`src/sap_regs.svh`:
```
`ifndef SAP_REGS_SVH
`define SAP_REGS_SVH

// ==========================================================
// word resolution codes
`define SAP_RES_24        2'h0
`define SAP_RES_20        2'h1
`define SAP_RES_16        2'h2
`define SAP_RES_LINE      2'h3

// ==========================================================
// word widths
`define SAP_WORD_W        24
`define SAP_RES_BITS_24   6'h18
`define SAP_RES_BITS_20   6'h14
`define SAP_RES_BITS_16   6'h10
`define SAP_FRAME_BITS    6'h20

// ==========================================================
// bit clocks per word clock phase, by bit clock rate
`define SAP_PHASE_BITS_R0 6'h20
`define SAP_PHASE_BITS_R1 6'h10
`define SAP_HALF_DIV      4

// ==========================================================
// converter buffer, ratio and settling
`define SAP_BUF_DEPTH     4
`define SAP_RATIO_FRAC    6
`define SAP_RATIO_RESET   8'h40
`define SAP_RATIO_TOL     9'h001
`define SAP_SETTLE_CHANGE_FRAMES  9400
`define SAP_SETTLE_POWERUP_FRAMES 8300

// ==========================================================
// dither generators
`define SAP_LFSR_L_SEED   17'h1ACE1
`define SAP_LFSR_L_TAPS   17'h12000
`define SAP_LFSR_R_SEED   23'h35A5A5
`define SAP_LFSR_R_TAPS   23'h420000

`endif

```
`src/sap_pkg.sv`:
```
`include "sap_regs.svh"

package sap_pkg;

  typedef struct packed {
    logic       master_select;
    logic       bitclk_rate;
    logic [1:0] word_resolution;
    logic       justify_sel;
    logic       first_bit_delay;
    logic       bitclk_polarity;
    logic       wordclk_polarity;
  } sap_port_cfg_type;

  typedef logic [`SAP_WORD_W-1:0] sap_word_type;

  typedef struct packed {
    sap_word_type left;
    sap_word_type right;
  } sap_stereo_type;

  typedef struct packed {
    logic validity;
    logic user;
    logic status;
  } sap_line_bits_type;

  // sample: active bit clock edge, launch: the opposite edge
  typedef struct packed {
    logic sample;
    logic launch;
    logic sample_phase;
    logic launch_phase;
    logic left;
  } sap_port_ev_type;

  typedef enum logic [2:0] {
    SAP_ST_POWERUP = 3'b001,
    SAP_ST_TRACK   = 3'b010,
    SAP_ST_LOCKED  = 3'b100
  } sap_lock_state_type;

endpackage

```
`src/sap_clkgen.sv`:
```
`timescale 1ns/1ps
`include "sap_regs.svh"

module sap_clkgen #(
  parameter int HALF_DIV = `SAP_HALF_DIV
) (
  input  wire logic                      clk_in,
  input  wire logic                      resetn_in,
  input  wire sap_pkg::sap_port_cfg_type cfg_in,
  input  wire logic                      bit_clock_in,
  input  wire logic                      word_clock_in,
  output logic                           bit_clock_out,
  output logic                           bit_clock_oe_out,
  output logic                           word_clock_out,
  output logic                           word_clock_oe_out,
  output sap_pkg::sap_port_ev_type       ev_out
);
  import sap_pkg::*;

  logic       bs1_r, bs2_r, bs3_r, ws1_r, ws2_r;
  logic [7:0] div_r, div_nxt;
  logic [5:0] bit_r, bit_nxt, phase_bits;
  logic       mb_r, mb_nxt, mw_r, mw_nxt, rise_r, rise_nxt, fall_r, fall_nxt;
  logic       pb_r, pb_nxt, pw_r, pw_nxt, oe_r;
  logic       last_s_r, last_s_nxt, last_l_r, last_l_nxt;
  logic       sb_now, sb_old;

  // ==========================================================
  // master divider and event decode
  always_comb begin
    div_nxt    = div_r + 8'h01;
    bit_nxt    = bit_r;
    mb_nxt     = mb_r;
    mw_nxt     = mw_r;
    rise_nxt   = 1'b0;
    fall_nxt   = 1'b0;
    phase_bits = cfg_in.bitclk_rate ? `SAP_PHASE_BITS_R1 : `SAP_PHASE_BITS_R0;
    if (div_r == 8'(HALF_DIV - 1)) begin
      div_nxt  = 8'h00;
      mb_nxt   = ~mb_r;
      rise_nxt = ~mb_r;
      fall_nxt = mb_r;
      if (mb_r) begin
        if (bit_r == phase_bits - 6'h01) begin
          bit_nxt = 6'h00;
          mw_nxt  = ~mw_r;
        end else begin
          bit_nxt = bit_r + 6'h01;
        end
      end
    end
    pb_nxt = mb_nxt ^ cfg_in.bitclk_polarity;
    pw_nxt = mw_nxt ^ cfg_in.wordclk_polarity;
    sb_now = bs2_r ^ cfg_in.bitclk_polarity;
    sb_old = bs3_r ^ cfg_in.bitclk_polarity;
    // slave clocks come through the same two stages as the data pin
    if (cfg_in.master_select) begin
      ev_out.sample = rise_r;
      ev_out.launch = fall_r;
      ev_out.left   = mw_r;
    end else begin
      ev_out.sample = sb_now & ~sb_old;
      ev_out.launch = ~sb_now & sb_old;
      ev_out.left   = ws2_r ^ cfg_in.wordclk_polarity;
    end
    ev_out.sample_phase = ev_out.sample & (ev_out.left != last_s_r);
    ev_out.launch_phase = ev_out.launch & (ev_out.left != last_l_r);
    last_s_nxt = ev_out.sample ? ev_out.left : last_s_r;
    last_l_nxt = ev_out.launch ? ev_out.left : last_l_r;
  end

  always_ff @(posedge clk_in or negedge resetn_in) begin
    if (!resetn_in) begin
      {bs1_r, bs2_r, bs3_r, ws1_r, ws2_r} <= 5'h00;
      div_r    <= 8'h00;
      bit_r    <= 6'h00;
      {mb_r, mw_r, rise_r, fall_r} <= 4'h0;
      {pb_r, pw_r, oe_r} <= 3'h0;
      last_s_r <= 1'b0;
      last_l_r <= 1'b0;
    end else begin
      bs1_r    <= bit_clock_in;
      bs2_r    <= bs1_r;
      bs3_r    <= bs2_r;
      ws1_r    <= word_clock_in;
      ws2_r    <= ws1_r;
      div_r    <= div_nxt;
      bit_r    <= bit_nxt;
      mb_r     <= mb_nxt;
      mw_r     <= mw_nxt;
      rise_r   <= rise_nxt;
      fall_r   <= fall_nxt;
      pb_r     <= pb_nxt;
      pw_r     <= pw_nxt;
      oe_r     <= cfg_in.master_select;
      last_s_r <= last_s_nxt;
      last_l_r <= last_l_nxt;
    end
  end

  assign bit_clock_out     = pb_r;
  assign word_clock_out    = pw_r;
  assign bit_clock_oe_out  = oe_r;
  assign word_clock_oe_out = oe_r;

endmodule

```
`src/sap_serial_src.sv`:
```
`timescale 1ns/1ps
`include "sap_regs.svh"

// ==========================================================

module sap_serial_src #(
  parameter int HALF_DIV              = `SAP_HALF_DIV,
  parameter int BUF_DEPTH             = `SAP_BUF_DEPTH,
  parameter int SETTLE_CHANGE_FRAMES  = `SAP_SETTLE_CHANGE_FRAMES,
  parameter int SETTLE_POWERUP_FRAMES = `SAP_SETTLE_POWERUP_FRAMES
) (
  input  wire logic                       clk_in,
  input  wire logic                       resetn_in,
  input  wire sap_pkg::sap_port_cfg_type  in_cfg_in,
  input  wire sap_pkg::sap_port_cfg_type  out_cfg_in,
  input  wire logic                       src_from_line_in,
  input  wire sap_pkg::sap_stereo_type    line_sample_in,
  input  wire logic                       line_sample_valid_in,
  input  wire sap_pkg::sap_line_bits_type line_bits_in,
  input  wire logic                       rx_block_start_pin_in,
  input  wire logic                       out_clock_is_recovered_in,
  input  wire logic                       dither_enable_in,
  input  wire logic                       mute_in,
  input  wire logic                       status_clear_in,
  input  wire logic                       in_bit_clock_in,
  input  wire logic                       in_word_clock_in,
  input  wire logic                       in_data_in,
  output logic                            in_bit_clock_out,
  output logic                            in_bit_clock_oe_out,
  output logic                            in_word_clock_out,
  output logic                            in_word_clock_oe_out,
  input  wire logic                       out_bit_clock_in,
  input  wire logic                       out_word_clock_in,
  output logic                            out_bit_clock_out,
  output logic                            out_bit_clock_oe_out,
  output logic                            out_word_clock_out,
  output logic                            out_word_clock_oe_out,
  output logic                            out_data_out,
  output logic [7:0]                      sample_rate_ratio_out,
  output logic                            converter_unlock_flag_out,
  output logic                            converter_overflow_flag_out,
  output logic                            sample_slip_flag_out
);
  import sap_pkg::*;

  localparam int PW = $clog2(BUF_DEPTH);
  localparam int LW = $clog2(BUF_DEPTH + 1);

  function automatic logic [5:0] res_bits(input logic [1:0] code);
    logic [5:0] b;
    case (code)
      `SAP_RES_20: b = `SAP_RES_BITS_20;
      `SAP_RES_16: b = `SAP_RES_BITS_16;
      default:     b = `SAP_RES_BITS_24;
    endcase
    return b;
  endfunction

  // keep the newest n bits, MSB-aligned; fewer bits clocked in simply truncate
  function automatic sap_word_type fit_word(input sap_word_type sh,
                                            input logic [5:0] cnt,
                                            input logic [5:0] lim);
    logic [5:0] n;
    n = (cnt < lim) ? cnt : lim;
    return (n == 6'h00) ? '0 : sh << (`SAP_RES_BITS_24 - n);
  endfunction

  // rectangular dither below the kept bits, saturating at full scale
  function automatic sap_word_type shape(input sap_word_type w,
                                         input logic [7:0] rnd,
                                         input logic [5:0] n,
                                         input logic en);
    sap_word_type keep;
    sap_word_type d;
    logic [24:0]  sum;
    keep = '1;
    keep = keep << (`SAP_RES_BITS_24 - n);
    d    = en ? ({16'h0000, rnd} & ~keep) : '0;
    sum  = {w[23], w} + {1'b0, d};
    if (sum[24] != sum[23]) begin
      sum[23:0] = {1'b0, {23{1'b1}}};
    end
    return sum[23:0] & keep;
  endfunction

  sap_port_ev_type     ev_i, ev_o;

  logic                ds1_r, ds2_r;
  sap_word_type        ish_r, ish_nxt, ileft_r, ileft_nxt, in_word;
  logic [5:0]          icnt_r, icnt_nxt, in_lim;
  logic                push;
  sap_stereo_type      push_word;

  sap_stereo_type      mem [BUF_DEPTH];
  logic [PW-1:0]       wr_r, wr_nxt, rd_r, rd_nxt;
  logic [LW-1:0]       lvl_r, lvl_nxt;
  sap_stereo_type      opair_r, cur_pair;
  logic                pop, pop_ok, push_ok, full;
  logic                ovf_r, ovf_nxt, slip_r, slip_nxt;
  logic [`SAP_RATIO_FRAC-1:0] win_r, win_nxt;
  logic [7:0]          pcnt_r, pcnt_nxt, pinc, ratio_r, ratio_nxt;
  logic [13:0]         settle_r, settle_nxt, limit;
  logic                changed, unlock_r, unlock_nxt;
  sap_lock_state_type  state_r, state_nxt;

  logic [16:0]         lfl_r, lfl_nxt;
  logic [22:0]         lfr_r, lfr_nxt;
  logic [31:0]         osh_r, osh_nxt, frame;
  logic                odata_r, odata_nxt, line_fmt;
  logic [5:0]          o_n, o_bits;
  sap_word_type        o_word;

  // ==========================================================
  // port clocking
  sap_clkgen #(.HALF_DIV(HALF_DIV)) u_in_clk (
    .clk_in            (clk_in),
    .resetn_in         (resetn_in),
    .cfg_in            (in_cfg_in),
    .bit_clock_in      (in_bit_clock_in),
    .word_clock_in     (in_word_clock_in),
    .bit_clock_out     (in_bit_clock_out),
    .bit_clock_oe_out  (in_bit_clock_oe_out),
    .word_clock_out    (in_word_clock_out),
    .word_clock_oe_out (in_word_clock_oe_out),
    .ev_out            (ev_i)
  );

  sap_clkgen #(.HALF_DIV(HALF_DIV)) u_out_clk (
    .clk_in            (clk_in),
    .resetn_in         (resetn_in),
    .cfg_in            (out_cfg_in),
    .bit_clock_in      (out_bit_clock_in),
    .word_clock_in     (out_word_clock_in),
    .bit_clock_out     (out_bit_clock_out),
    .bit_clock_oe_out  (out_bit_clock_oe_out),
    .word_clock_out    (out_word_clock_out),
    .word_clock_oe_out (out_word_clock_oe_out),
    .ev_out            (ev_o)
  );

  // ==========================================================
  // serial input capture
  always_comb begin
    ish_nxt   = ish_r;
    icnt_nxt  = icnt_r;
    ileft_nxt = ileft_r;
    push      = 1'b0;
    push_word = '0;
    in_lim    = in_cfg_in.justify_sel ? res_bits(in_cfg_in.word_resolution)
                                      : `SAP_RES_BITS_24;
    in_word   = fit_word(ish_r, icnt_r, in_lim);
    if (src_from_line_in) begin
      push      = line_sample_valid_in;
      push_word = line_sample_in;
    end else if (ev_i.sample && ev_i.sample_phase) begin
      if (ev_i.left) begin
        push      = 1'b1;
        push_word = {ileft_r, in_word};
      end else begin
        ileft_nxt = in_word;
      end
      // with the delay set, the first bit slot of the phase carries no data
      ish_nxt  = in_cfg_in.first_bit_delay ? '0 : {23'h000000, ds2_r};
      icnt_nxt = in_cfg_in.first_bit_delay ? 6'h00 : 6'h01;
    end else if (ev_i.sample &&
                 (in_cfg_in.justify_sel || icnt_r < `SAP_RES_BITS_24)) begin
      ish_nxt = {ish_r[22:0], ds2_r};
      if (icnt_r != 6'h3F) begin
        icnt_nxt = icnt_r + 6'h01;
      end
    end
  end

  always_ff @(posedge clk_in or negedge resetn_in) begin
    if (!resetn_in) begin
      ds1_r   <= 1'b0;
      ds2_r   <= 1'b0;
      ish_r   <= '0;
      icnt_r  <= 6'h00;
      ileft_r <= '0;
    end else begin
      ds1_r   <= in_data_in;
      ds2_r   <= ds1_r;
      ish_r   <= ish_nxt;
      icnt_r  <= icnt_nxt;
      ileft_r <= ileft_nxt;
    end
  end

  // ==========================================================
  // converter buffer, ratio and lock tracking
  always_comb begin
    pop      = ev_o.launch && ev_o.launch_phase && ev_o.left;
    full     = lvl_r == LW'(BUF_DEPTH);
    pop_ok   = pop && (lvl_r != '0);
    push_ok  = push && (!full || pop_ok);
    cur_pair = pop_ok ? mem[rd_r] : opair_r; // empty buffer repeats the last pair
    wr_nxt   = push_ok ? wr_r + PW'(1) : wr_r;
    rd_nxt   = pop_ok ? rd_r + PW'(1) : rd_r;
    lvl_nxt  = lvl_r + LW'(push_ok) - LW'(pop_ok);
    ovf_nxt  = (push && !push_ok) | (ovf_r & ~status_clear_in);
    slip_nxt = (!out_cfg_in.master_select &&
                ((pop && !pop_ok) || (push && !push_ok))) |
               (slip_r & ~status_clear_in);
    pinc       = (push && pcnt_r != 8'hFF) ? pcnt_r + 8'h01 : pcnt_r;
    pcnt_nxt   = pinc;
    win_nxt    = win_r;
    ratio_nxt  = ratio_r;
    state_nxt  = state_r;
    settle_nxt = settle_r;
    changed    = ({1'b0, pinc} > {1'b0, ratio_r} + `SAP_RATIO_TOL) ||
                 ({1'b0, ratio_r} > {1'b0, pinc} + `SAP_RATIO_TOL);
    limit      = (state_r == SAP_ST_POWERUP) ? 14'(SETTLE_POWERUP_FRAMES)
                                             : 14'(SETTLE_CHANGE_FRAMES);
    if (pop) begin
      // input samples per 64 output frames is the ratio in 2.6 form
      win_nxt = win_r + `SAP_RATIO_FRAC'(1);
      if (&win_r) begin
        ratio_nxt = pinc;
        pcnt_nxt  = 8'h00;
      end
      if (&win_r && changed) begin
        state_nxt  = SAP_ST_TRACK;
        settle_nxt = 14'h0000;
      end else begin
        case (state_r)
          SAP_ST_POWERUP, SAP_ST_TRACK: begin
            if (settle_r + 14'h0001 >= limit) begin
              state_nxt = SAP_ST_LOCKED;
            end else begin
              settle_nxt = settle_r + 14'h0001;
            end
          end
          default: begin
            state_nxt = state_r;
          end
        endcase
      end
    end
    // conversion never stops while unlocked; only quality suffers
    unlock_nxt = state_nxt != SAP_ST_LOCKED;
  end

  always_ff @(posedge clk_in) begin
    if (push_ok) begin
      mem[wr_r] <= push_word;
    end
  end

  always_ff @(posedge clk_in or negedge resetn_in) begin
    if (!resetn_in) begin
      wr_r     <= '0;
      rd_r     <= '0;
      lvl_r    <= '0;
      opair_r  <= '0;
      ovf_r    <= 1'b0;
      slip_r   <= 1'b0;
      win_r    <= '0;
      pcnt_r   <= 8'h00;
      ratio_r  <= `SAP_RATIO_RESET;
      settle_r <= 14'h0000;
      state_r  <= SAP_ST_POWERUP;
      unlock_r <= 1'b1;
    end else begin
      wr_r     <= wr_nxt;
      rd_r     <= rd_nxt;
      lvl_r    <= lvl_nxt;
      opair_r  <= cur_pair;
      ovf_r    <= ovf_nxt;
      slip_r   <= slip_nxt;
      win_r    <= win_nxt;
      pcnt_r   <= pcnt_nxt;
      ratio_r  <= ratio_nxt;
      settle_r <= settle_nxt;
      state_r  <= state_nxt;
      unlock_r <= unlock_nxt;
    end
  end

  // ==========================================================
  // serial output formatting
  always_comb begin
    lfl_nxt  = pop ? {lfl_r[15:0], ^(lfl_r & `SAP_LFSR_L_TAPS)} : lfl_r;
    lfr_nxt  = pop ? {lfr_r[21:0], ^(lfr_r & `SAP_LFSR_R_TAPS)} : lfr_r;
    line_fmt = out_cfg_in.word_resolution == `SAP_RES_LINE;
    o_n      = line_fmt ? `SAP_RES_BITS_24 : res_bits(out_cfg_in.word_resolution);
    o_bits   = out_cfg_in.bitclk_rate ? `SAP_PHASE_BITS_R1 : `SAP_PHASE_BITS_R0;
    // two generators of different length keep the channels uncorrelated
    o_word   = shape(ev_o.left ? cur_pair.left : cur_pair.right,
                     ev_o.left ? lfl_r[7:0] : lfr_r[7:0],
                     o_n, dither_enable_in && !line_fmt);
    if (line_fmt) begin
      frame = out_clock_is_recovered_in ?
              {o_word, line_bits_in.validity, line_bits_in.user,
               line_bits_in.status, rx_block_start_pin_in, 4'h0} : '0;
    end else if (out_cfg_in.justify_sel) begin
      // phase length taken from bitclk_rate, so as slave right-justify only fits word clocks whose phase has that many bits
      frame = ({8'h00, o_word} >> (`SAP_RES_BITS_24 - o_n))
              << (`SAP_FRAME_BITS - o_bits);
    end else begin
      frame = {o_word, 8'h00};
    end
    if (out_cfg_in.first_bit_delay) begin
      frame = {1'b0, frame[31:1]};
    end
    if (mute_in) begin
      frame = '0;
    end
    osh_nxt   = osh_r;
    odata_nxt = odata_r;
    if (ev_o.launch) begin
      if (ev_o.launch_phase) begin
        odata_nxt = frame[31];
        osh_nxt   = frame << 1;
      end else begin
        odata_nxt = osh_r[31];
        osh_nxt   = osh_r << 1;
      end
    end
    if (mute_in) begin
      odata_nxt = 1'b0;
    end
  end

  always_ff @(posedge clk_in or negedge resetn_in) begin
    if (!resetn_in) begin
      lfl_r   <= `SAP_LFSR_L_SEED;
      lfr_r   <= `SAP_LFSR_R_SEED;
      osh_r   <= 32'h00000000;
      odata_r <= 1'b0;
    end else begin
      lfl_r   <= lfl_nxt;
      lfr_r   <= lfr_nxt;
      osh_r   <= osh_nxt;
      odata_r <= odata_nxt;
    end
  end

  assign out_data_out                = odata_r;
  assign sample_rate_ratio_out       = ratio_r;
  assign converter_unlock_flag_out   = unlock_r;
  assign converter_overflow_flag_out = ovf_r;
  assign sample_slip_flag_out        = slip_r;

endmodule

```
`config.mk`:
```
export PLATFORM = sky130hd
export DESIGN_NAME = sap_serial_src
export DESIGN_NICKNAME = d
export VERILOG_FILES = /design/src/sap_pkg.sv /design/src/sap_clkgen.sv /design/src/sap_serial_src.sv
export VERILOG_INCLUDE_DIRS = /design/src
export SDC_FILE = /design/constraint.sdc
export NUM_CORES = 1
export LEC_CHECK = 0
export ABC_CLOCK_PERIOD_IN_PS = 8370
export BUFFER_PORTS_ARGS = -buffer_cell sky130_fd_sc_hd__buf_2
export CELL_PAD_IN_SITES_DETAIL_PLACEMENT = 1
export CELL_PAD_IN_SITES_GLOBAL_PLACEMENT = 2
export CORE_UTILIZATION = 30
export CTS_CLUSTER_DIAMETER = 80
export DETAILED_ROUTE_END_ITERATION = 10
export GPL_TIMING_DRIVEN = 0
export PLACE_DENSITY = 0.58
export SLEW_MARGIN = 40
export SYNTH_ARGS = -nofsm -noshare
export SYNTH_HDL_FRONTEND = slang
export SYNTH_SLANG_ARGS = --single-unit
```
`constraint.sdc`:
```
create_clock -name clk_in -period 8.37 [get_ports clk_in]
set_clock_uncertainty 0.2 [all_clocks]
set_input_delay 1.2555 -clock clk_in [delete_from_list [all_inputs] [get_ports clk_in]]
set_output_delay 1.2555 -clock clk_in [all_outputs]
set_load 0.02 [all_outputs]
```
==> results.yml, run 1 <==
route:
  drc: 0
  wirelength_um: 78000
  wire_per_inst_um: 21.8
  dr.pass1.iters: 5
  vias_per_cell: 5.15
  drt_iter0_markers: 1063
  vias: 18400
  ant_nets: 0
synthesis:
  synthTopCellsByArea: "dfrtp_1 (26%), edfxtp_1 (24%), nand2_1 (7.8%)"
  ys_seq_area_share_pct: 53.0
  synth_cell_types: 96
  synth.top_cell.area_share_pct: 26.3
  netlist_area_um2: 24000
  ys_warn_count: 0
  synth_area_per_cell_um2: 10.4
  synthCells: 2311
  ys_ff_latch: 469
  synth_edf_count: 192
  synth_nets: 2448
  synth_top_area_cell: "dfrtp_1"
  synth_async_sr_flop_share_pct: 59.1
  synth-main-ff-cell: "dfrtp_1"
timing:
  fmax_mhz: 127
  setup_violations: 0
  fin_crit_ns: 7.89
  slew-limit-headroom_pct: 44.2
  max_slew.worst_pin.slew_ns: 0.832
  slew_viol_final: 0
  hold_viol: 0
  grt_setup_unrepaired: "true"
  min_period_over_period_pct: 94.3
placement:
  place.gp.congestion: 0.888
  placed_cell_area_um2: 26100
  portBuffers: 99
  hpwl_um: 58400
critical_path:
  cp-start-kind: "primary input"
  r2r_start: "u_out_clk.ws2_r"
  arrival_ns: 8.19
  end_kind: "flop"
  r2r-end: "osh_r[20]"
  required_ns: 8.66
  crit_type: "primary input to flop"
  r2r_cells: 26
  critPathMaxFanout: 10
  r2r_slack_ns: 0.80
cts:
  cts_hold_buf: 0
  path_clk_slew_ns: 0.06
  worstSkewPairLatency_ns: 0.67
  cts_tree: "done"
  clock-sinks: 469
  cts_root_buffer: "clkbuf_16"
  cts_max_level: 2
  clockBufferDepth: 3
  numCtsBuffers: 58
floorplanning:
  core_um2: 79100
  die_w_um: 285
  die_y_um: 285
  io_pins: 101
  fp.dieArea_um2: 81200
  row_count: 103
  start_util_pct: 30.4
min_path:
  hold_path_depth: 0
  hp-start: "u_in_clk.bs1_r"
  hold_end: "u_in_clk.bs2_r"
  min-delay-path-class: "flop to flop"
global_route:
  grt_pass1_wl_um: 122000
  grt_usage_pct: 19.4
  grt_pass1_vias: 19800
  grt.overflow.total: 0
  antenna_found_initial: 0
  grt_max_degree: 69
job:
  max-cap-violations: 0
final_layout:
  final_cell_mix: "nand2_1 (502), dfrtp_1 (253), edfxtp_1 (192), nor2_1 (176), o21ai_0 (145)"
  nNetsFinal: 2616
  drive_above_1_share_pct: 14.6
  final_common_cell: "nand2_1"
  final_util_pct: 35.6
  syn_to_final_growth_pct: 17.1
  stdcell_area_um2: 28100
  diodes: 0
power_and_ir_drop:
  p_leak_nw: 11.5
  power.density_nw_per_um2: 300
  ir_drop_mv: 0.172
run_status:
  status: "finished clean"
[cell type report]
class	count	area (um^2)
clock buffer	74	1560
fill	8883	51000
multi-input combinational	1680	10700
timing repair buffer	108	703
clock inverter	36	438
sequential	469	12700
buffer	117	500
tap	1050	1310
inverter	45	169
[registers in the layout, indices dropped and copies added, names as in the netlist, 2 cells and up]
register	count
ileft_r	24
wr_r	2
osh_r	31
lfr_r	23
state_r	3
u_out_clk.div_r	8
sample_rate_ratio_out	8
u_in_clk.bit_r	6
mem	192
icnt_r	6
u_in_clk.div_r	8
ish_r	24
u_out_clk.bit_r	6
opair_r	48
settle_r	14
lfl_r	17
rd_r	2
win_r	6
lvl_r	3
pcnt_r	8
[routing by layer]
metal | vias up | GRT usage (%) | wire length (um)
met5 | - | 0 | 0
met4 | 0 | 5.90 | 2190
met3 | 113 | 2.18 | 2280
met2 | 281 | 32.7 | 37400
met1 | 9376 | 26.3 | 36100
li1 | 8653 | - | -
[stage by stage]
step           TNS (ns)  setup slack (ns)  total power, W  hold WS, ns  std cells
2_1_floorplan         0              1.30         0.00485        0.131       2311
3_3_place_gp     -40.60             -1.58         0.00582        0.131       3460
3_5_place_dp     -41.48             -1.64         0.00589        0.141       3468
4_1_cts               0             0.127         0.00856        0.156       3578
5_1_grt         -0.0272           -0.0272         0.00894        0.163       3579
6_report              0             0.476         0.00845        0.152       3579
[worst max-delay path by stage]
| stage | start | to | slack [ns] | cells after the start |
|---|---|---|---|---|
| after CTS | out_cfg_in[0] | osh_r[18] | 0.13 | 28 |
| after floorplan | out_cfg_in[0] | osh_r[17] | 1.30 | 29 |
| after detailed placement | out_cfg_in[0] | osh_r[18] | -1.64 | 30 |
| final | out_cfg_in[0] | osh_r[20] | 0.48 | 27 |
| after global routing | out_cfg_in[0] | osh_r[18] | -0.03 | 30 |
| after global placement | out_cfg_in[0] | osh_r[18] | -1.58 | 30 |
[where the power goes]
part           total (W)  leakage (nW)  internal [W]  switching [W]
logic            0.00285          5.22       0.00102        0.00183
registers        0.00300          5.31       0.00277       0.000227
clock network    0.00260         0.960       0.00152        0.00108
[worst max-delay path, stage by stage]
cell      delay [ns]
buf_2           0.11
xor2_1          0.34
o21a_2          0.29
clkbuf_2        0.29
buf_2           0.31
buf_2           0.32
buf_2           0.28
buf_2           0.26
nor2_1          0.07
nor2_1          0.20
ha_1            0.26
fa_1            0.22
a21oi_1         0.10
o21ai_0         0.27
a21oi_2         0.21
nor3_4          0.42
nand2_1         0.10
o21a_1          0.20
ha_1            0.33
clkbuf_2        0.23
nor2_1          0.44
nand2_1         0.29
o221ai_1        0.59
o32a_1          0.26
a21oi_1         0.12
a221oi_1        0.30
nor2_1          0.08
[Yosys cell counts (12+ instances only)]
| library cell | number |
|---|---|
| nand2_1 | 502 |
| dfrtp_1 | 253 |
| edfxtp_1 | 192 |
| nor2_1 | 177 |
| o21ai_0 | 146 |
| a21oi_1 | 97 |
| clkbuf_1 | 88 |
| mux2i_1 | 73 |
| nand3_1 | 63 |
| xnor2_1 | 63 |
| ha_1 | 54 |
| mux4_2 | 49 |
| inv_1 | 40 |
| a22o_1 | 35 |
| nor3_1 | 33 |
| xor2_1 | 25 |
| dfstp_2 | 24 |
| nand4_1 | 24 |
| a31oi_1 | 21 |
| and3_1 | 21 |
| nor2b_1 | 19 |
| and2_1 | 17 |
| nand2b_1 | 15 |
| o21a_1 | 15 |
| mux2_2 | 14 |
| o31ai_1 | 14 |
| buf_1 | 13 |
| o221ai_1 | 13 |
| a211oi_1 | 12 |
| o21ai_1 | 12 |
[kinds of logic (layout without fill, tap and decap cells)]
| group | after synthesis | count (layout) | share of synthesized area (%) |
|---|---|---|---|
| XOR/XNOR | 88 | 88 | 3.21 |
| AO/OA/AOI/OAI | 479 | 479 | 13.1 |
| AND/OR/NAND/NOR | 921 | 921 | 16.7 |
| multiplexers | 136 | 136 | 8.29 |
| buffers and inverters | 162 | 380 | 2.72 |
| flip-flops | 469 | 469 | 53.0 |
| adder cells (fa/ha/maj) | 56 | 56 | 2.98 |
[what timing repair did]
item / CTS / global route
setup buffers: 0 / 1
pin swaps: 0 / 1
resized for setup: 10 / 10
setup endpoints to repair: 32 / 28
(Power assumes the default switching activity.)
==> run 2: changes to the inputs <==
--- a/config.mk
+++ b/config.mk
@@ -6,7 +6,7 @@
 export SDC_FILE = /design/constraint.sdc
 export NUM_CORES = 1
 export LEC_CHECK = 0
-export ABC_CLOCK_PERIOD_IN_PS = 8370
+export ABC_CLOCK_PERIOD_IN_PS = 8100
 export BUFFER_PORTS_ARGS = -buffer_cell sky130_fd_sc_hd__buf_2
 export CELL_PAD_IN_SITES_DETAIL_PLACEMENT = 1
 export CELL_PAD_IN_SITES_GLOBAL_PLACEMENT = 2
==> constraint.sdc (replaced) <==
create_clock -name clk_in -period 8.1 [get_ports clk_in]
set_clock_uncertainty 0.2 [all_clocks]
set_input_delay 1.215 -clock clk_in [delete_from_list [all_inputs] [get_ports clk_in]]
set_output_delay 1.215 -clock clk_in [all_outputs]
set_load 0.02 [all_outputs]
==> results.yml, run 2 (synthesized netlist as in run 1, its figures left out) <==
critical_path:
  r2r_start: "u_out_clk.ws2_r"
  crit_type: "primary input to flop"
  required_ns: 8.44
  end_kind: "flop"
  r2r-end: "osh_r[28]"
  crit_start: "out_cfg_in[0]"
  cp-start-kind: "primary input"
  crit_path_end: "osh_r[28]"
  r2r_cells: 26
  arrival_ns: 8.08
  critPathMaxFanout: 10
  r2r_slack_ns: 0.64
global_route:
  grt_max_degree: 69
  grt_pass1_vias: 19800
  antenna_found_initial: 0
  grt_pass1_wl_um: 122000
  grt.overflow.total: 0
  grt_usage_pct: 19.4
route:
  wire_per_inst_um: 21.8
  drc: 0
  vias_per_cell: 5.14
  wirelength_um: 78100
  ant_nets: 0
  dr.pass1.iters: 7
  drt_iter0_markers: 1141
  vias: 18400
final_layout:
  syn_to_final_growth_pct: 17.3
  nNetsFinal: 2618
  final_common_cell: "nand2_1"
  drive_above_1_share_pct: 14.9
  final_cell_mix: "nand2_1 (502), dfrtp_1 (253), edfxtp_1 (192), nor2_1 (175), o21ai_0 (144)"
  final_cells: 3581
  diodes: 0
  fillers: 8879
  reg_top3: "mem (192), opair_r (48), osh_r (31)"
  final_util_pct: 35.6
  largest_reg_flops: 192
  largest_register: "mem"
cts:
  cts_max_level: 2
  path_clk_slew_ns: 0.06
  numCtsBuffers: 58
  cts_tree: "done"
  clock-sinks: 469
  worstSkewPairLatency_ns: 0.67
  clockBufferDepth: 3
  cts_root_buffer: "clkbuf_16"
power_and_ir_drop:
  p_leak_nw: 11.5
  swShare_pct: 37.2
  p_int_w: 0.00549
  pwr-share-clk_pct: 30.8
  seqPwrFrac_pct: 35.4
  power.density_nw_per_um2: 310
  p_switching_w: 0.00325
  combinationalPowerShare_pct: 33.8
  ir_drop_mv: 0.177
timing:
  fmax_mhz: 129
  setup_violations: 0
  tns_ns: 0
  slew_viol_final: 0
  min_period_over_period_pct: 95.6
  fin_crit_ns: 7.74
  max_slew.worst_pin.slew_ns: 0.838
  hold_viol: 0
  slew-limit-headroom_pct: 44.1
job:
  max-cap-violations: 0
run_status:
  status: "finished clean"
placement:
  hpwl_um: 58400
  portBuffers: 99
  place.gp.congestion: 0.888
  dp.cells: 3468
floorplanning:
  row_count: 103
  io_pins: 101
  fp.dieArea_um2: 81200
  start_util_pct: 30.4
  die_y_um: 285
  die_w_um: 285
  core_um2: 79100
min_path:
  min-delay-path-class: "flop to flop"
==> run 2: cell types whose count changed in the layout (fill, tap and decap cells not counted), sizes merged <==
cell	before	now
buf	137	140
clkbuf	162	161
==> run 2: per-stage QoR <==
stage / hold slack, ns / instance area, um^2 / total power (W) / setup WS (ns)
floorplan: 0.131 / 24000 / 0.00501 / 1.07
CTS: 0.156 / 28100 / 0.00885 / 0.00974
global route: 0.163 / 28200 / 0.00925 / -0.0326
global placement: 0.131 / 25800 / 0.00602 / -1.81
detailed placement: 0.141 / 26100 / 0.00609 / -1.87
finish: 0.152 / 28200 / 0.00874 / 0.360
==> run 2: final cells by class <==
cell class                      count  area [um^2]  share of cell area [%]
Timing Repair Buffer              110          718                    2.55
Clock inverter                     36          438                    1.55
Tap cell                         1050         1310                    4.66
Clock buffer                       74         1560                    5.54
Multi-Input combinational cell   1680        10800                    38.2
Inverter                           45          169                   0.599
Sequential cell                   469        12700                    45.1
Buffer                            117          500                    1.78
==> run 2: repair_timing <==
action,4_1_cts,5_1_grt
setup endpoints to repair,32,29
hold buffers,0,0
gates resized for setup,14,13
pin swaps,1,3
setup buffers,0,3
gates cloned,0,0
==> run 2: per-layer routing <==
layer  track usage [%]  up-vias  part of all wire, %
met4              5.90        0                  2.7
met5                 0        -                    0
met2              32.7      286                   48
met3              2.18      109                  3.0
li1                  -     8655                    -
met1              26.3     9356                   46
==> run 2: critical path, stage by stage <==
cell and delay, ns:
buf_2 0.11, xor2_1 0.33, o21a_2 0.29, clkbuf_2 0.29, buf_2 0.31, buf_2 0.31, buf_2 0.29, buf_2 0.27
nor2_1 0.07, nor2_1 0.21, ha_1 0.26, fa_1 0.22, a21oi_1 0.11, o21ai_0 0.28, a21oi_2 0.21, nor3_4 0.31
nand2_1 0.09, o21a_1 0.21, ha_1 0.32, clkbuf_2 0.28, buf_2 0.31, nor2_1 0.08, mux2i_1 0.57, o2bb2ai_1 0.37
a32oi_1 0.23, o32ai_1 0.34, o22a_1 0.16
==> run 2: how the worst min path moves through the flow <==
stage	slack, ns	from	cells past startpoint	end
3_5_place_dp	0.14	u_in_clk.ws1_r	0	u_in_clk.ws2_r
6_report	0.15	u_in_clk.bs1_r	0	u_in_clk.bs2_r
4_1_cts	0.16	u_in_clk.ws1_r	0	u_in_clk.ws2_r
3_3_place_gp	0.13	u_out_clk.ws1_r	0	u_out_clk.ws2_r
5_1_grt	0.16	u_in_clk.ws1_r	0	u_in_clk.ws2_r
2_1_floorplan	0.13	ds1_r	0	ds2_r
==> run 2: power by group through the flow <==
stage | Sequential, W | Combinational, W | Clock, W
CTS | 0.00310 | 0.00297 | 0.00279
global placement | 0.00314 | 0.00288 | 0
finish | 0.00310 | 0.00295 | 0.00269
global route | 0.00315 | 0.00323 | 0.00287
detailed placement | 0.00314 | 0.00294 | 0
floorplan | 0.00306 | 0.00194 | 0
==> run 3: changes to the inputs <==
--- a/config.mk
+++ b/config.mk
@@ -10,11 +10,12 @@
 export BUFFER_PORTS_ARGS = -buffer_cell sky130_fd_sc_hd__buf_2
 export CELL_PAD_IN_SITES_DETAIL_PLACEMENT = 1
 export CELL_PAD_IN_SITES_GLOBAL_PLACEMENT = 2
-export CORE_UTILIZATION = 30
+export CORE_UTILIZATION = 24
+export CTS_BUF_LIST = sky130_fd_sc_hd__clkbuf_8
 export CTS_CLUSTER_DIAMETER = 80
 export DETAILED_ROUTE_END_ITERATION = 10
 export GPL_TIMING_DRIVEN = 0
-export PLACE_DENSITY = 0.58
+export PLACE_DENSITY = 0.48
 export SLEW_MARGIN = 40
 export SYNTH_ARGS = -nofsm -noshare
 export SYNTH_HDL_FRONTEND = slang
==> results.yml, run 3 (synthesized netlist as in run 1, its figures left out) <==
floorplanning:
  die_y_um: 318
  fp.dieArea_um2: 101000
  die_w_um: 318
  io_pins: 101
  core_um2: 98900
  row_count: 115
  start_util_pct: 24.3
route:
  drt_iter0_markers: 705
  ant_nets: 0
  wire_per_inst_um: 21.6
  dr.pass1.iters: 4
  drc: 0
  wirelength_um: 83700
  vias_per_cell: 4.79
  vias: 18600
job:
  max-cap-violations: 0
placement:
  portBuffers: 99
  placed_cell_area_um2: 26400
  dp.cells: 3706
  hpwl_um: 62500
  place.gp.congestion: 0.872
cts:
  cts_root_buffer: "clkbuf_8"
  path_clk_slew_ns: 0.06
  clockBufferDepth: 3
  cts_tree: "done"
  cts_max_level: 3
  clock-sinks: 469
  cts_hold_buf: 0
  numCtsBuffers: 92
  worstSkewPairLatency_ns: 0.72
final_layout:
  final_common_cell: "nand2_1"
  final_cells: 3880
  largest_reg_flops: 192
  reg_top3: "mem (192), opair_r (48), osh_r (31)"
  final_util_pct: 28.7
  final_cell_mix: "nand2_1 (502), dfrtp_1 (253), edfxtp_1 (192), nor2_1 (175), o21ai_0 (145)"
  stdcell_area_um2: 28400
  nNetsFinal: 2651
  largest_register: "mem"
  drive_above_1_share_pct: 15.9
  syn_to_final_growth_pct: 18.0
global_route:
  grt.overflow.total: 0
  antenna_found_initial: 3
  grt_pass1_wl_um: 129000
  grt_usage_pct: 16.6
  grt_pass1_vias: 20300
  grt_max_degree: 68
timing:
  setup_violations: 0
  tns_ns: 0
  slew_viol_final: 0
  fmax_mhz: 130
  max_slew.worst_pin.slew_ns: 0.845
  min_period_over_period_pct: 95.0
  slew-limit-headroom_pct: 43.1
  fin_crit_ns: 7.69
  whs_ns: 0.147
  hold_viol: 0
  grt_setup_unrepaired: "false"
critical_path:
  cpPeakStageDelay_ns: 0.63
  end_kind: "flop"
  crit_type: "primary input to flop"
  arrival_ns: 8.15
  cp-start-kind: "primary input"
  crit_slowest_cell: "mux2i_1"
  critPathMaxFanout: 19
  required_ns: 8.56
run_status:
  status: "finished clean"
min_path:
  min-delay-path-class: "flop to flop"
power_and_ir_drop:
  power.density_nw_per_um2: 300
  p_leak_nw: 11.6
  ir_drop_mv: 0.110
run 3: cell types whose count changed in the layout (fill, tap and decap cells not counted), sizes merged:
cell | previous run | this run
inv | 47 | 74
clkbuf | 161 | 186
diode | 0 | 3
clkinv | 22 | 34
bufinv | 6 | 5
buf | 140 | 137
clkinvlp | 6 | 5
run 3: area by class of cell:
cell class | count | area, um^2
antenna | 3 | 7.51
buffer | 116 | 502
clock buffer | 97 | 1340
clock inverter | 73 | 512
fill | 11200 | 70500
inverter | 45 | 169
multi-input combinational | 1680 | 10800
sequential | 469 | 12700
tap | 1287 | 1610
timing repair buffer | 110 | 738
run 3: repair_timing:
| action | 4_1_cts | 5_1_grt |
|---|---|---|
| setup buffers | 0 | 2 |
| endpoints found under the setup margin | 32 | 31 |
| resized for setup | 9 | 17 |
| hold endpoints to repair | 0 | 0 |
| pin swaps | 0 | 1 |
run 3: final timing paths:
check                      cells past startpoint       startpoint  slack (ns)               to
min reg2reg                                    0  u_out_clk.ws1_r        0.15  u_out_clk.ws2_r
max in group asynchronous                      4        resetn_in        6.50      ileft_r[17]
min in group asynchronous                      2        resetn_in        0.28      settle_r[7]
min                                            0  u_out_clk.ws1_r        0.15  u_out_clk.ws2_r
max                                           27    out_cfg_in[0]        0.41        osh_r[28]
max reg2reg                                   26  u_out_clk.ws2_r        0.64        osh_r[28]
run 3: layer usage:
| metal | part of all wire, % | track usage [%] | vias to the layer above |
|---|---|---|---|
| li1 | - | - | 8758 |
| met1 | 45 | 21.4 | 9448 |
| met2 | 49 | 28.5 | 265 |
| met3 | 2.8 | 2.56 | 128 |
| met4 | 2.9 | 5.20 | 0 |
| met5 | 0 | 0 | - |
run 3: stage by stage:
stage / worst slack [ns] / total power (W)
3_3_place_gp: -2.05 / 0.00611
5_1_grt: 0.0130 / 0.00908
4_1_cts: 0.0488 / 0.00871
6_report: 0.409 / 0.00852
3_5_place_dp: -2.09 / 0.00615
2_1_floorplan: 1.07 / 0.00501
run 3: critical path: cells and delay by family:
| kind | cells | cell delay (ns) |
|---|---|---|
| simple gates | 4 | 0.34 |
| compound gates | 10 | 2.68 |
| fa+ha+maj | 2 | 0.63 |
| xor+xnor | 2 | 0.46 |
| mux | 1 | 0.63 |
| buf+inv | 8 | 2.16 |
run 3: report_power, final:
part | leakage (nW) | internal [W] | total, W | switching (W)
logic | 5.25 | 0.00105 | 0.00298 | 0.00193
clock network | 1.04 | 0.00129 | 0.00244 | 0.00115
registers | 5.31 | 0.00286 | 0.00310 | 0.000236
